[config.mk]
export PLATFORM = sky130hd
export DESIGN_NAME = tmc_top
export DESIGN_NICKNAME = d
export VERILOG_FILES = /design/src/verilog/tmc_pkg.sv /design/src/verilog/tmc_top.sv
export VERILOG_INCLUDE_DIRS = /design/src /design/src/verilog
export SDC_FILE = /design/constraint.sdc
export NUM_CORES = 1
export LEC_CHECK = 0
export BUFFER_PORTS_ARGS = -buffer_cell sky130_fd_sc_hd__buf_2
export CORE_UTILIZATION = 39
export CTS_CLUSTER_SIZE = 14
export DETAILED_ROUTE_END_ITERATION = 7
export SLEW_MARGIN = 40
export SYNTH_ARGS = -nofsm -noshare
export SYNTH_HDL_FRONTEND = slang
export SYNTH_SLANG_ARGS = --single-unit
[constraint.sdc]
create_clock -name pclk -period 2.2 [get_ports pclk]
set_input_delay 0.44 -clock pclk [delete_from_list [all_inputs] [get_ports pclk]]
set_output_delay 0.44 -clock pclk [all_outputs]
set_load 0.1 [all_outputs]
[src/verilog/tmc_consts.svh]
/*
 Register offsets, field positions and reset values of the timer mask/compare slice.
 Assumes a 12-bit APB byte address and 32-bit data.
*/
`ifndef TMC_CONSTS_SVH
`define TMC_CONSTS_SVH
// ----------------------------------------
// Register byte offsets
// ----------------------------------------
`define TMC_OFS_MASK 12'h000
`define TMC_OFS_SNAP 12'h004
`define TMC_OFS_CMPA 12'h008
`define TMC_OFS_CMPB 12'h00C
`define TMC_OFS_STAT 12'h010
`define TMC_OFS_SCLR 12'h014
`define TMC_OFS_CTRL 12'h018
// ----------------------------------------
// Field positions
// ----------------------------------------
`define TMC_BIT_MATCH_A 0
`define TMC_BIT_MATCH_B 1
`define TMC_BIT_OVF 2
`define TMC_BIT_CLR_EN 2
// ----------------------------------------
// Reset values
// ----------------------------------------
`define TMC_RST_MASK 3'h0
`define TMC_RST_CMP 16'h0000
`define TMC_RST_STAT 3'h0
`define TMC_RST_DATA 32'h0000_0000
`endif

[src/verilog/tmc_pkg.sv]
/*
 Types and the address decoder of the timer mask/compare slice.
 Assumes tmc_consts.svh is on the include path.
*/
`include "tmc_consts.svh"
package tmc_pkg;
   // Register selected by an APB address
   typedef enum logic [2:0] {
      TMC_R_MASK = 3'h0,
      TMC_R_SNAP = 3'h1,
      TMC_R_CMPA = 3'h2,
      TMC_R_CMPB = 3'h3,
      TMC_R_STAT = 3'h4,
      TMC_R_SCLR = 3'h5,
      TMC_R_CTRL = 3'h6,
      TMC_R_NONE = 3'h7
   } tmc_reg_t;

   // Address to register; anything unmapped gives TMC_R_NONE
   function automatic tmc_reg_t tmc_decode(input logic [11:0] addr);
      case (addr)
         `TMC_OFS_MASK: tmc_decode = TMC_R_MASK;
         `TMC_OFS_SNAP: tmc_decode = TMC_R_SNAP;
         `TMC_OFS_CMPA: tmc_decode = TMC_R_CMPA;
         `TMC_OFS_CMPB: tmc_decode = TMC_R_CMPB;
         `TMC_OFS_STAT: tmc_decode = TMC_R_STAT;
         `TMC_OFS_SCLR: tmc_decode = TMC_R_SCLR;
         `TMC_OFS_CTRL: tmc_decode = TMC_R_CTRL;
         default: tmc_decode = TMC_R_NONE;
      endcase
   endfunction : tmc_decode
endpackage : tmc_pkg

[src/verilog/tmc_top.sv]
/*
 Mask, counter snapshot and compare registers of one 16-bit timer channel,
 with the event flags and the masked interrupt, behind an APB slave.
 Assumes the up-counter runs outside on pclk and hands its value and
 its overflow pulse in on the same clock, and applies counter_clear.
*/
// The implementer's own choices: the APB register port and the placing of the registers.
// Function
// - Mask bit 2 gates the overflow interrupt; bits 31..3 read zero.
// - Mask bit 1 gates the compare-b match interrupt.
// - Mask bit 0 gates the compare-a match interrupt.
// - Snapshot read returns the live counter in bits 15..0, upper zero, read-only.
// - Compare a holds a 16-bit read/write value, reset zero, matched to counter.
// - Compare b holds a 16-bit read/write value, reset zero, matched to counter.
// - Flags set on every event regardless of mask; only enabled ones interrupt.
// - Reading the status register clears those of the overflow and match flags that the read returned set.
// - With clear enable set, a compare-b match clears the up-counter.
`include "tmc_consts.svh"
module tmc_top
   import tmc_pkg::*;
(
   // Clock and reset
   input wire logic pclk,
   input wire logic presetn,
   // APB slave
   input wire logic psel,
   input wire logic penable,
   input wire logic pwrite,
   input wire logic [11:0] paddr,
   input wire logic [31:0] pwdata,
   output logic [31:0] prdata,
   output logic pready,
   output logic pslverr,
   // Up-counter link
   input wire logic [15:0] count_value,
   input wire logic overflow_event,
   output logic counter_clear,
   // Interrupt
   output logic irq
);

   // ----------------------------------------
   // Register state
   // ----------------------------------------
   logic [2:0] irq_mask;
   logic [15:0] compare_a;
   logic [15:0] compare_b;
   logic [2:0] status;
   logic clear_enable;
   logic eq_a_d;
   logic eq_b_d;
   tmc_reg_t acc_sel;

   // ----------------------------------------
   // Bus decode
   // ----------------------------------------
   wire setup = psel & ~penable;
   wire done = psel & penable & pready;
   wire wr_done = done & pwrite;
   wire rd_done = done & ~pwrite;
   wire tmc_reg_t sel = tmc_decode(paddr);
   wire wr_mask = wr_done & (acc_sel == TMC_R_MASK);
   wire wr_cmpa = wr_done & (acc_sel == TMC_R_CMPA);
   wire wr_cmpb = wr_done & (acc_sel == TMC_R_CMPB);
   wire wr_sclr = wr_done & (acc_sel == TMC_R_SCLR);
   wire wr_ctrl = wr_done & (acc_sel == TMC_R_CTRL);
   wire rd_stat = rd_done & (acc_sel == TMC_R_STAT);

   // ----------------------------------------
   // Events
   // ----------------------------------------
   // Matches fire on the first cycle of equality only, so a counter that
   // sits on the compare value does not raise a flag every cycle.
   wire eq_a = (count_value == compare_a);
   wire eq_b = (count_value == compare_b);
   wire match_a_ev = eq_a & ~eq_a_d;
   wire match_b_ev = eq_b & ~eq_b_d;
   wire [2:0] events = {overflow_event, match_b_ev, match_a_ev};

   // Read clears only the bits that software saw, so an event landing
   // between the data sample and the access edge is kept.
   wire [2:0] rd_clr = rd_stat ? prdata[2:0] : 3'h0;
   wire [2:0] wr_clr = wr_sclr ? pwdata[2:0] : 3'h0;
   // Set wins over any clear in the same cycle
   wire [2:0] next_status = (status & ~(rd_clr | wr_clr)) | events;
   wire [2:0] next_mask = wr_mask ? pwdata[2:0] : irq_mask;
   wire next_irq = |(next_status & next_mask);
   wire next_clear = match_b_ev & clear_enable;

   // ----------------------------------------
   // Read data select
   // ----------------------------------------
   wire [31:0] rd_mux =
      (sel == TMC_R_MASK) ? {29'h0, irq_mask} :
      (sel == TMC_R_SNAP) ? {16'h0, count_value} :
      (sel == TMC_R_CMPA) ? {16'h0, compare_a} :
      (sel == TMC_R_CMPB) ? {16'h0, compare_b} :
      (sel == TMC_R_STAT) ? {29'h0, status} :
      (sel == TMC_R_CTRL) ? {29'h0, clear_enable, 2'h0} :
      `TMC_RST_DATA;
   wire [31:0] next_rdata = (setup & ~pwrite) ? rd_mux : `TMC_RST_DATA;
   wire next_err = setup & (sel == TMC_R_NONE);

   // ----------------------------------------
   // Bus response
   // ----------------------------------------
   // One wait-free access phase: data is sampled at setup, pready follows
   always_ff @(posedge pclk or negedge presetn) begin
      if (!presetn) begin
         pready <= 1'b0;
         pslverr <= 1'b0;
         prdata <= `TMC_RST_DATA;
         acc_sel <= TMC_R_NONE;
      end else begin
         pready <= setup;
         pslverr <= next_err;
         prdata <= next_rdata;
         acc_sel <= setup ? sel : acc_sel;
      end
   end

   // Mask and control registers
   always_ff @(posedge pclk or negedge presetn) begin
      if (!presetn) begin
         irq_mask <= `TMC_RST_MASK;
         clear_enable <= 1'b0;
      end else begin
         irq_mask <= next_mask;
         if (wr_ctrl) begin
            clear_enable <= pwdata[`TMC_BIT_CLR_EN];
         end
      end
   end

   // Compare registers
   always_ff @(posedge pclk or negedge presetn) begin
      if (!presetn) begin
         compare_a <= `TMC_RST_CMP;
         compare_b <= `TMC_RST_CMP;
      end else begin
         if (wr_cmpa) begin
            compare_a <= pwdata[15:0];
         end
         if (wr_cmpb) begin
            compare_b <= pwdata[15:0];
         end
      end
   end

   // Flags, edge history and outputs to the channel
   // Equality history resets high so a zero counter at release is no match.
   always_ff @(posedge pclk or negedge presetn) begin
      if (!presetn) begin
         status <= `TMC_RST_STAT;
         eq_a_d <= 1'b1;
         eq_b_d <= 1'b1;
         irq <= 1'b0;
         counter_clear <= 1'b0;
      end else begin
         status <= next_status;
         eq_a_d <= eq_a;
         eq_b_d <= eq_b;
         irq <= next_irq;
         counter_clear <= next_clear;
      end
   end
endmodule : tmc_top

# Yosys cells after proc, flatten, opt, wreduce, memory -nomap -nowiden
# Index checks and enable logic that the tools add are counted.
dict set report totals {
  ff_bits 64
  latch_bits 0
  ram_bits 0
  rom_bits 0
  input_bits 66
  output_inout_bits 36
  word_cells 72
  memories 0
}
dict set report op_classes {
  addsub 0
  n_mul 0
  div 0
  magnitude_cmp 0
  eq_ne 19
  n_shift 0
  mux 11
  n_bitwise 25
  n_reduce_logical 4
}
# operator count
set op_table {}
lappend op_table {{$mux W16} 5}
lappend op_table {{$eq A12 B5 Y1 const B} 3}
lappend op_table {{$eq A16 B16 Y1} 2}
lappend op_table {{$eq A12 B4 Y1 const B} 2}
lappend op_table {{$pmux W3 S7} 1}
lappend op_table {{$eq A3 B3 Y1 const B} 6}
lappend op_table {{$and A1 B1 Y1} 16}
lappend op_table {{$mux W3} 5}
lappend op_table {{$eq A12 B3 Y1 const B} 1}
lappend op_table {{$eq A3 B2 Y1 const B} 4}
lappend op_table {{$logic_not A12 Y1} 1}
lappend op_table {{$and A3 B3 Y3} 2}
lappend op_table {{$logic_not A3 Y1} 2}
lappend op_table {{$or A3 B3 Y3} 2}
lappend op_table {{$not A1 Y1} 4}
lappend op_table {{$eq A3 B1 Y1 const B} 1}
lappend op_table {{$not A3 Y3} 1}
lappend op_table {{$reduce_or A3 Y1} 1}

# Depth between registers and ports, before layout
dict set report logic_depth {
  depth_word 11
  ltp_mapped 6
  depth_no_buf 5
}

# Worst setup path before layout
# Ideal clock, no wire load.
dict set report synth_path {
  path_kind {flip-flop to flip-flop}
  from {register pready}
  to {register irq}
  setup_time_ps 140
  t_arrival_ps 2431
  t_required_ps 2060
  setup_slack_ps -371
  stages_incl_launch_ff 6
  path_buffers 0
  synth_period_minus_slack_ps 2571
  cell_sequence {dfrtp_1 > nand4_2 > or4_4 > mux2_4 > a222oi_1 > o211ai_1}
}
dict set report synth_via {
  word_cells_on_any_way 15
  classes_between {mux: 3; bitwise: 11; reduce/logical: 1}
}
# element line
set synth_rtl {}
lappend synth_rtl {{start: declaration} tmc_top.sv:32} ;# output logic pready,
lappend synth_rtl {{start signal: assignment} tmc_top.sv:115} ;# pready <= setup;
lappend synth_rtl {{$and A1 B1 Y1} tmc_top.sv:58} ;# wire done = psel & penable & pready;
lappend synth_rtl {{$and A1 B1 Y1} tmc_top.sv:59} ;# wire wr_done = done & pwrite;
lappend synth_rtl {{$and A1 B1 Y1} tmc_top.sv:62} ;# wire wr_mask = wr_done & (acc_sel == TMC_R_MASK);
lappend synth_rtl {{$mux W3} tmc_top.sv:86} ;# wire [2:0] next_mask = wr_mask ? pwdata[2:0] : irq_mask;
lappend synth_rtl {{net next_mask[1]} tmc_top.sv:86}
lappend synth_rtl {{$and A3 B3 Y3} tmc_top.sv:87} ;# wire next_irq = |(next_status & next_mask);
lappend synth_rtl {{$reduce_or A3 Y1} tmc_top.sv:87}
lappend synth_rtl {{net next_irq} tmc_top.sv:87}
lappend synth_rtl {{end signal: assignment} tmc_top.sv:163} ;# irq <= next_irq;
lappend synth_rtl {{end: declaration} tmc_top.sv:39} ;# output logic irq
# The timed path passes the listed nets, and every way through them passes these cells.
# A chain may end at the register's enable or synchronous reset.

# Worst setup path after layout
dict set report layout_path {
  from {register acc_sel[2]}
  to {register irq}
}
dict set report layout_via {
  elab_chain_cells 9
  word_cells_on_any_way 15
  classes_between {eq/ne: 2; mux: 3; bitwise: 8; reduce/logical: 2}
}
# element line
set layout_lines {}
lappend layout_lines {{start: declaration} tmc_top.sv:52} ;# tmc_reg_t acc_sel;
lappend layout_lines {{start signal: assignment} tmc_top.sv:118} ;# acc_sel <= setup ? sel : acc_sel;
lappend layout_lines {{$eq A3 B3 Y1 (on tied branches)} {tmc_top.sv:67, tmc_top.sv:65}}
lappend layout_lines {{$and A1 B1 Y1 (on tied branches)} {tmc_top.sv:67, tmc_top.sv:65}}
lappend layout_lines {{$mux W3 (on tied branches)} {tmc_top.sv:82, tmc_top.sv:83}}
lappend layout_lines {{$or A3 B3 Y3} tmc_top.sv:85} ;# wire [2:0] next_status = (status & ~(rd_clr | wr_clr)) | events;
lappend layout_lines {{$not A3 Y3} tmc_top.sv:85}
lappend layout_lines {{$and A3 B3 Y3} tmc_top.sv:85}
lappend layout_lines {{$or A3 B3 Y3} tmc_top.sv:85}
lappend layout_lines {{$and A3 B3 Y3 *} tmc_top.sv:87}
lappend layout_lines {{$reduce_or A3 Y1 *} tmc_top.sv:87}
lappend layout_lines {{net next_irq} tmc_top.sv:87}
# The timed path passes the listed nets; every way through them passes the cells marked *.

==> impl_results.html <==
<table>
<tr><th>Metric</th><th>Value</th></tr>
<tr><th colspan="2">Clock network</th></tr>
<tr><td>Sinks on Clock Net</td><td>between 60 and 70</td></tr>
<tr><td>CTS Buffer Depth</td><td>2</td></tr>
<tr><td>TritonCTS clock tree</td><td>yes</td></tr>
<tr><td>Number of H-tree levels</td><td>3</td></tr>
<tr><td>Number of buffers created by CTS</td><td>9</td></tr>
<tr><td>Clock transition at path regs</td><td>~0.070 ns</td></tr>
<tr><td>Buffer type at the clock tree root</td><td>sky130_fd_sc_hd__clkbuf_8</td></tr>
<tr><td>Number of gates resized after CTS</td><td>0</td></tr>
<tr><td>Worst-Skew Late Latency</td><td>roughly 0.33 ns</td></tr>
<tr><td>CTS Hold Buffers Added</td><td>0</td></tr>
<tr><td>Post-CTS setup buffers</td><td>0</td></tr>
<tr><th colspan="2">Synthesis</th></tr>
<tr><td>Flops &amp; latches, synth</td><td>64</td></tr>
<tr><td>Cells taking the most area after synthesis</td><td>sky130_fd_sc_hd__dfrtp_1 (45%), sky130_fd_sc_hd__mux2_2 (12%), sky130_fd_sc_hd__xnor2_1 (8.5%)</td></tr>
<tr><td>Number of enable flip-flop cells after synthesis</td><td>0</td></tr>
<tr><td>Gate Count Post-Synth</td><td>285</td></tr>
<tr><td>Portion of the post-synthesis area used by sequential elements</td><td>~50%</td></tr>
<tr><td>Fraction of synthesized cell area taken by the top area cell type</td><td>~45%</td></tr>
<tr><td>Synth area leader</td><td>sky130_fd_sc_hd__dfrtp_1</td></tr>
<tr><td>Number of distinct standard cells referenced by the synthesized netlist</td><td>43</td></tr>
<tr><td>Async set-or-reset flop fraction in the synthesized netlist</td><td>100%</td></tr>
<tr><td>Number of warnings printed during yosys synthesis</td><td>0</td></tr>
<tr><td>Post-synth top flop</td><td>sky130_fd_sc_hd__dfrtp_1</td></tr>
<tr><td>Synthesized area divided by synthesized cell count</td><td>~12 um2</td></tr>
<tr><td>Mapped cell area</td><td>between 0.003 and 0.004 mm2</td></tr>
<tr><th colspan="2">Worst setup path</th></tr>
<tr><td>Worst r2r dst</td><td>irq</td></tr>
<tr><td>Critical R2R Launch</td><td>acc_sel[2]</td></tr>
<tr><td>Series of cell instances along the critical path</td><td>or4b_2, nor2_1, a221oi_1, a222oi_1, o211ai_1</td></tr>
<tr><td>Cell with the largest stage delay on the worst path</td><td>sky130_fd_sc_hd__or4b_2</td></tr>
<tr><td>Category of the most critical setup path</td><td>register to register</td></tr>
<tr><td>Kind of start point of the critical path</td><td>register</td></tr>
<tr><td>Type of element capturing the critical path</td><td>register</td></tr>
<tr><td>Maximum fanout encountered on the critical timing path</td><td>2</td></tr>
<tr><td>Depth of the worst register-to-register path</td><td>5</td></tr>
<tr><td>Flop2flop setup slack</td><td>between 0.1 and 0.15 ns</td></tr>
<tr><td>Biggest cell delay along the critical path</td><td>roughly 0.60 ns</td></tr>
<tr><td>Data required time at the worst endpoint</td><td>2.40 ns</td></tr>
<tr><td>Arrival time at the worst endpoint</td><td>approximately 2.3 ns</td></tr>
<tr><th colspan="2">Timing</th></tr>
<tr><td>Unrepaired setup endpoints after global routing</td><td>false</td></tr>
<tr><td>Total negative setup slack</td><td>0 ns</td></tr>
<tr><td>Max-slew headroom</td><td>61.9%</td></tr>
<tr><td>Achievable clock frequency</td><td>between 400 and 500 MHz</td></tr>
<tr><td>Min Tclk post-route</td><td>slightly above 2 ns</td></tr>
<tr><td>Period Utilization, post-route</td><td>~93%</td></tr>
<tr><td>Final slew viol count</td><td>0</td></tr>
<tr><td>Layout Skew</td><td>a little under 0.003 ns</td></tr>
<tr><td>Final-report hold violation count</td><td>0</td></tr>
<tr><td>Transition time at the pin with the least slew margin</td><td>0.558 ns</td></tr>
<tr><td>Setup-failing EPs final</td><td>0</td></tr>
<tr><th colspan="2">Power and ir drop</th></tr>
<tr><td>Share of power burned in the clock network</td><td>between 30% and 40%</td></tr>
<tr><td>Ratio of total power to cell area</td><td>just under 700 mW/mm2</td></tr>
<tr><td>Switching power summed over all nets</td><td>0.801 mW</td></tr>
<tr><td>Fraction of power consumed by sequential logic</td><td>47.9%</td></tr>
<tr><td>Standby leakage power</td><td>1.88 nW</td></tr>
<tr><td>Peak supply drop</td><td>approximately 0.38 mV</td></tr>
<tr><td>Int Pwr</td><td>1.95 mW</td></tr>
<tr><td>Fraction of power spent switching nets</td><td>29.1%</td></tr>
<tr><td>Fraction of power consumed by combinational cells</td><td>between 15 and 20%</td></tr>
<tr><td>Post-route total power</td><td>around 2.7 mW</td></tr>
<tr><th colspan="2">Placement</th></tr>
<tr><td>Number of buffers added on ports</td><td>just under 70</td></tr>
<tr><td>Final estimated routing congestion in global placement</td><td>0.793</td></tr>
<tr><td>DP HPWL</td><td>5350 um</td></tr>
<tr><th colspan="2">Layout</th></tr>
<tr><td>Commonest cells after routing, fill and taps aside</td><td>sky130_fd_sc_hd__buf_2 (69), sky130_fd_sc_hd__dfrtp_1 (58), sky130_fd_sc_hd__mux2_2 (34)</td></tr>
<tr><td>Area growth from synthesis to layout</td><td>21.5%</td></tr>
<tr><td>Final #Nets</td><td>roughly 440</td></tr>
<tr><td>Number of antenna diodes</td><td>0</td></tr>
<tr><td>Leading cell type in the layout, fill and taps excluded</td><td>sky130_fd_sc_hd__buf_2</td></tr>
<tr><td>Filler cell count</td><td>757</td></tr>
<tr><td>Share of cells above drive strength 1</td><td>roughly 40%</td></tr>
<tr><th colspan="2">Detailed routing</th></tr>
<tr><td>Routed WL</td><td>around 7400 um</td></tr>
<tr><td>First-pass iteration count of the detailed router</td><td>6</td></tr>
<tr><td>Vias/cell</td><td>5.03</td></tr>
<tr><td>Antenna Violating Nets Remaining</td><td>0</td></tr>
<tr><td>Drt drc</td><td>0</td></tr>
<tr><td>Routed via count</td><td>2415</td></tr>
<tr><td>Detailed router's first-iteration violation count</td><td>147</td></tr>
<tr><td>DR WL/cell</td><td>roughly 15 um</td></tr>
<tr><th colspan="2">Die</th></tr>
<tr><td>Chip Height</td><td>93.9 um</td></tr>
<tr><td>Core Region</td><td>a little over 0.008 mm2</td></tr>
<tr><td>Die area</td><td>0.00881 mm2</td></tr>
<tr><td>I/O pin total</td><td>between 100 and 150</td></tr>
<tr><td>Number of rows created at floorplan</td><td>33</td></tr>
<tr><td>Starting density of the core</td><td>approximately 40%</td></tr>
<tr><td>X dimension of the die</td><td>about 94 um</td></tr>
<tr><th colspan="2">Global routing</th></tr>
<tr><td>Total global routing overflow</td><td>0</td></tr>
<tr><td>Total track usage</td><td>18.0%</td></tr>
<tr><td>Met1 layer usage reported by global route</td><td>about 24%</td></tr>
<tr><td>Most used routing layer</td><td>met2</td></tr>
<tr><td>Initial antenna violation count</td><td>0</td></tr>
<tr><td>Largest net degree at the start of global routing</td><td>65</td></tr>
<tr><td>Global-route track usage on met3</td><td>between 4 and 5%</td></tr>
<tr><td>Routing usage on met2</td><td>~28%</td></tr>
<tr><td>Via count of the first global-routing pass</td><td>2327</td></tr>
<tr><td>Wire length of the first global-routing pass</td><td>11900 um</td></tr>
<tr><th colspan="2">Worst hold path</th></tr>
<tr><td>Worst Hold Class</td><td>input port to asynchronous set/reset pin</td></tr>
<tr><th colspan="2">Outcome</th></tr>
<tr><td>Run status</td><td>complete, no violations</td></tr>
<tr><th colspan="2">Run</th></tr>
<tr><td>Max-cap check violation count</td><td>0</td></tr>
</table>
[synthesized netlist by cell type, types with 2 or more instances]
cell type / count
sky130_fd_sc_hd__xnor2_1: 32
sky130_fd_sc_hd__inv_1: 12
sky130_fd_sc_hd__dfstp_2: 5
sky130_fd_sc_hd__a22oi_1: 2
sky130_fd_sc_hd__mux2i_1: 15
sky130_fd_sc_hd__o21ai_0: 3
sky130_fd_sc_hd__buf_2: 5
sky130_fd_sc_hd__buf_4: 16
sky130_fd_sc_hd__nand4_1: 8
sky130_fd_sc_hd__mux2_2: 34
sky130_fd_sc_hd__nor2b_1: 2
sky130_fd_sc_hd__nor4_1: 3
sky130_fd_sc_hd__nand3b_1: 2
sky130_fd_sc_hd__nand3_1: 4
sky130_fd_sc_hd__nand2b_1: 2
sky130_fd_sc_hd__dfrtp_1: 59
sky130_fd_sc_hd__a2bb2oi_1: 15
sky130_fd_sc_hd__nor3_1: 6
sky130_fd_sc_hd__a221oi_1: 2
sky130_fd_sc_hd__a211oi_1: 2
sky130_fd_sc_hd__nor2_1: 24
sky130_fd_sc_hd__o22ai_1: 2
sky130_fd_sc_hd__clkbuf_1: 3
sky130_fd_sc_hd__nor4_2: 2
sky130_fd_sc_hd__a21o_1: 2
sky130_fd_sc_hd__nand2_1: 6
[layer usage]
metal | vias up | wire length, um
met2 | 73 | 3480
li1 | 1154 | -
met4 | 0 | 114
met3 | 11 | 344
met5 | - | 0
met1 | 1177 | 3450
[worst max-delay path by stage]
stage                    start  endpoint  slack (ns)
floorplan               pready       irq        0.03
detailed placement      pwrite       irq        0.03
global route        acc_sel[2]       irq        0.02
global placement        pwrite       irq        0.04
finish              acc_sel[2]       irq        0.15
CTS                 acc_sel[2]       irq        0.16
[logic make-up (layout without fill, tap and decap cells)]
group | count (synthesis) | count (layout) | synth area share, %
AND/OR/NAND/NOR | 66 | 66 | 11.2
flip-flops | 64 | 64 | 48.8
multiplexers | 50 | 50 | 16.6
buffers and inverters | 37 | 112 | 6.23
AO/OA/AOI/OAI | 35 | 35 | 8.44
XOR/XNOR | 32 | 32 | 8.51
other | 1 | 16 | 0.114
[metrics by stage]
stage / utilization (%) / setup WS, ns / std cells / area (um2) / hold slack, ns
2_1_floorplan: - / 0.0300 / 300 / 3350 / 0.144
3_3_place_gp: 46.7 / 0.0449 / 464 / 3810 / 0.482
3_5_place_dp: 46.7 / 0.0279 / 464 / 3810 / 0.487
4_1_cts: 48.9 / 0.162 / 480 / 4000 / 0.128
5_1_grt: 48.9 / 0.0191 / 480 / 4000 / 0.141
6_report: 48.9 / 0.145 / 480 / 4000 / 0.114
[power by group through the flow]
stage	logic [mW]	registers [mW]	clock network (mW)
detailed placement	0.497	1.34	0
finish	0.493	1.32	0.938
CTS	0.498	1.32	0.959
global route	0.530	1.33	1.01
global placement	0.491	1.33	0
floorplan	0.362	1.34	0
[state kept, by name, summed over array words and instances (netlist names)]
name / flops
acc_sel: 3
clear_enable: 1
compare_a: 16
compare_b: 16
counter_clear: 1
eq_a_d: 1
eq_b_d: 1
irq: 1
irq_mask: 3
prdata: 16
pready: 1
pslverr: 1
status: 3
[critical path, delay by kind of cell (launching register included)]
family,cells,cell delay [ns]
AND/OR/NAND/NOR,2,0.77
flip-flops,1,0.52
AO/OA/AOI/OAI,3,0.63
[area by class of cell]
class                           instances  area [um2]  area share, %
Clock inverter                          3        15.0          0.375
Sequential cell                        64        1610           40.3
Inverter                               12        45.0           1.13
Tap cell                              105         131           3.29
Clock buffer                           13         169           4.22
Timing Repair Buffer                   84         483           12.1
Multi-Input combinational cell        199        1540           38.6
Note: power is estimated with default switching activity, not from simulation.
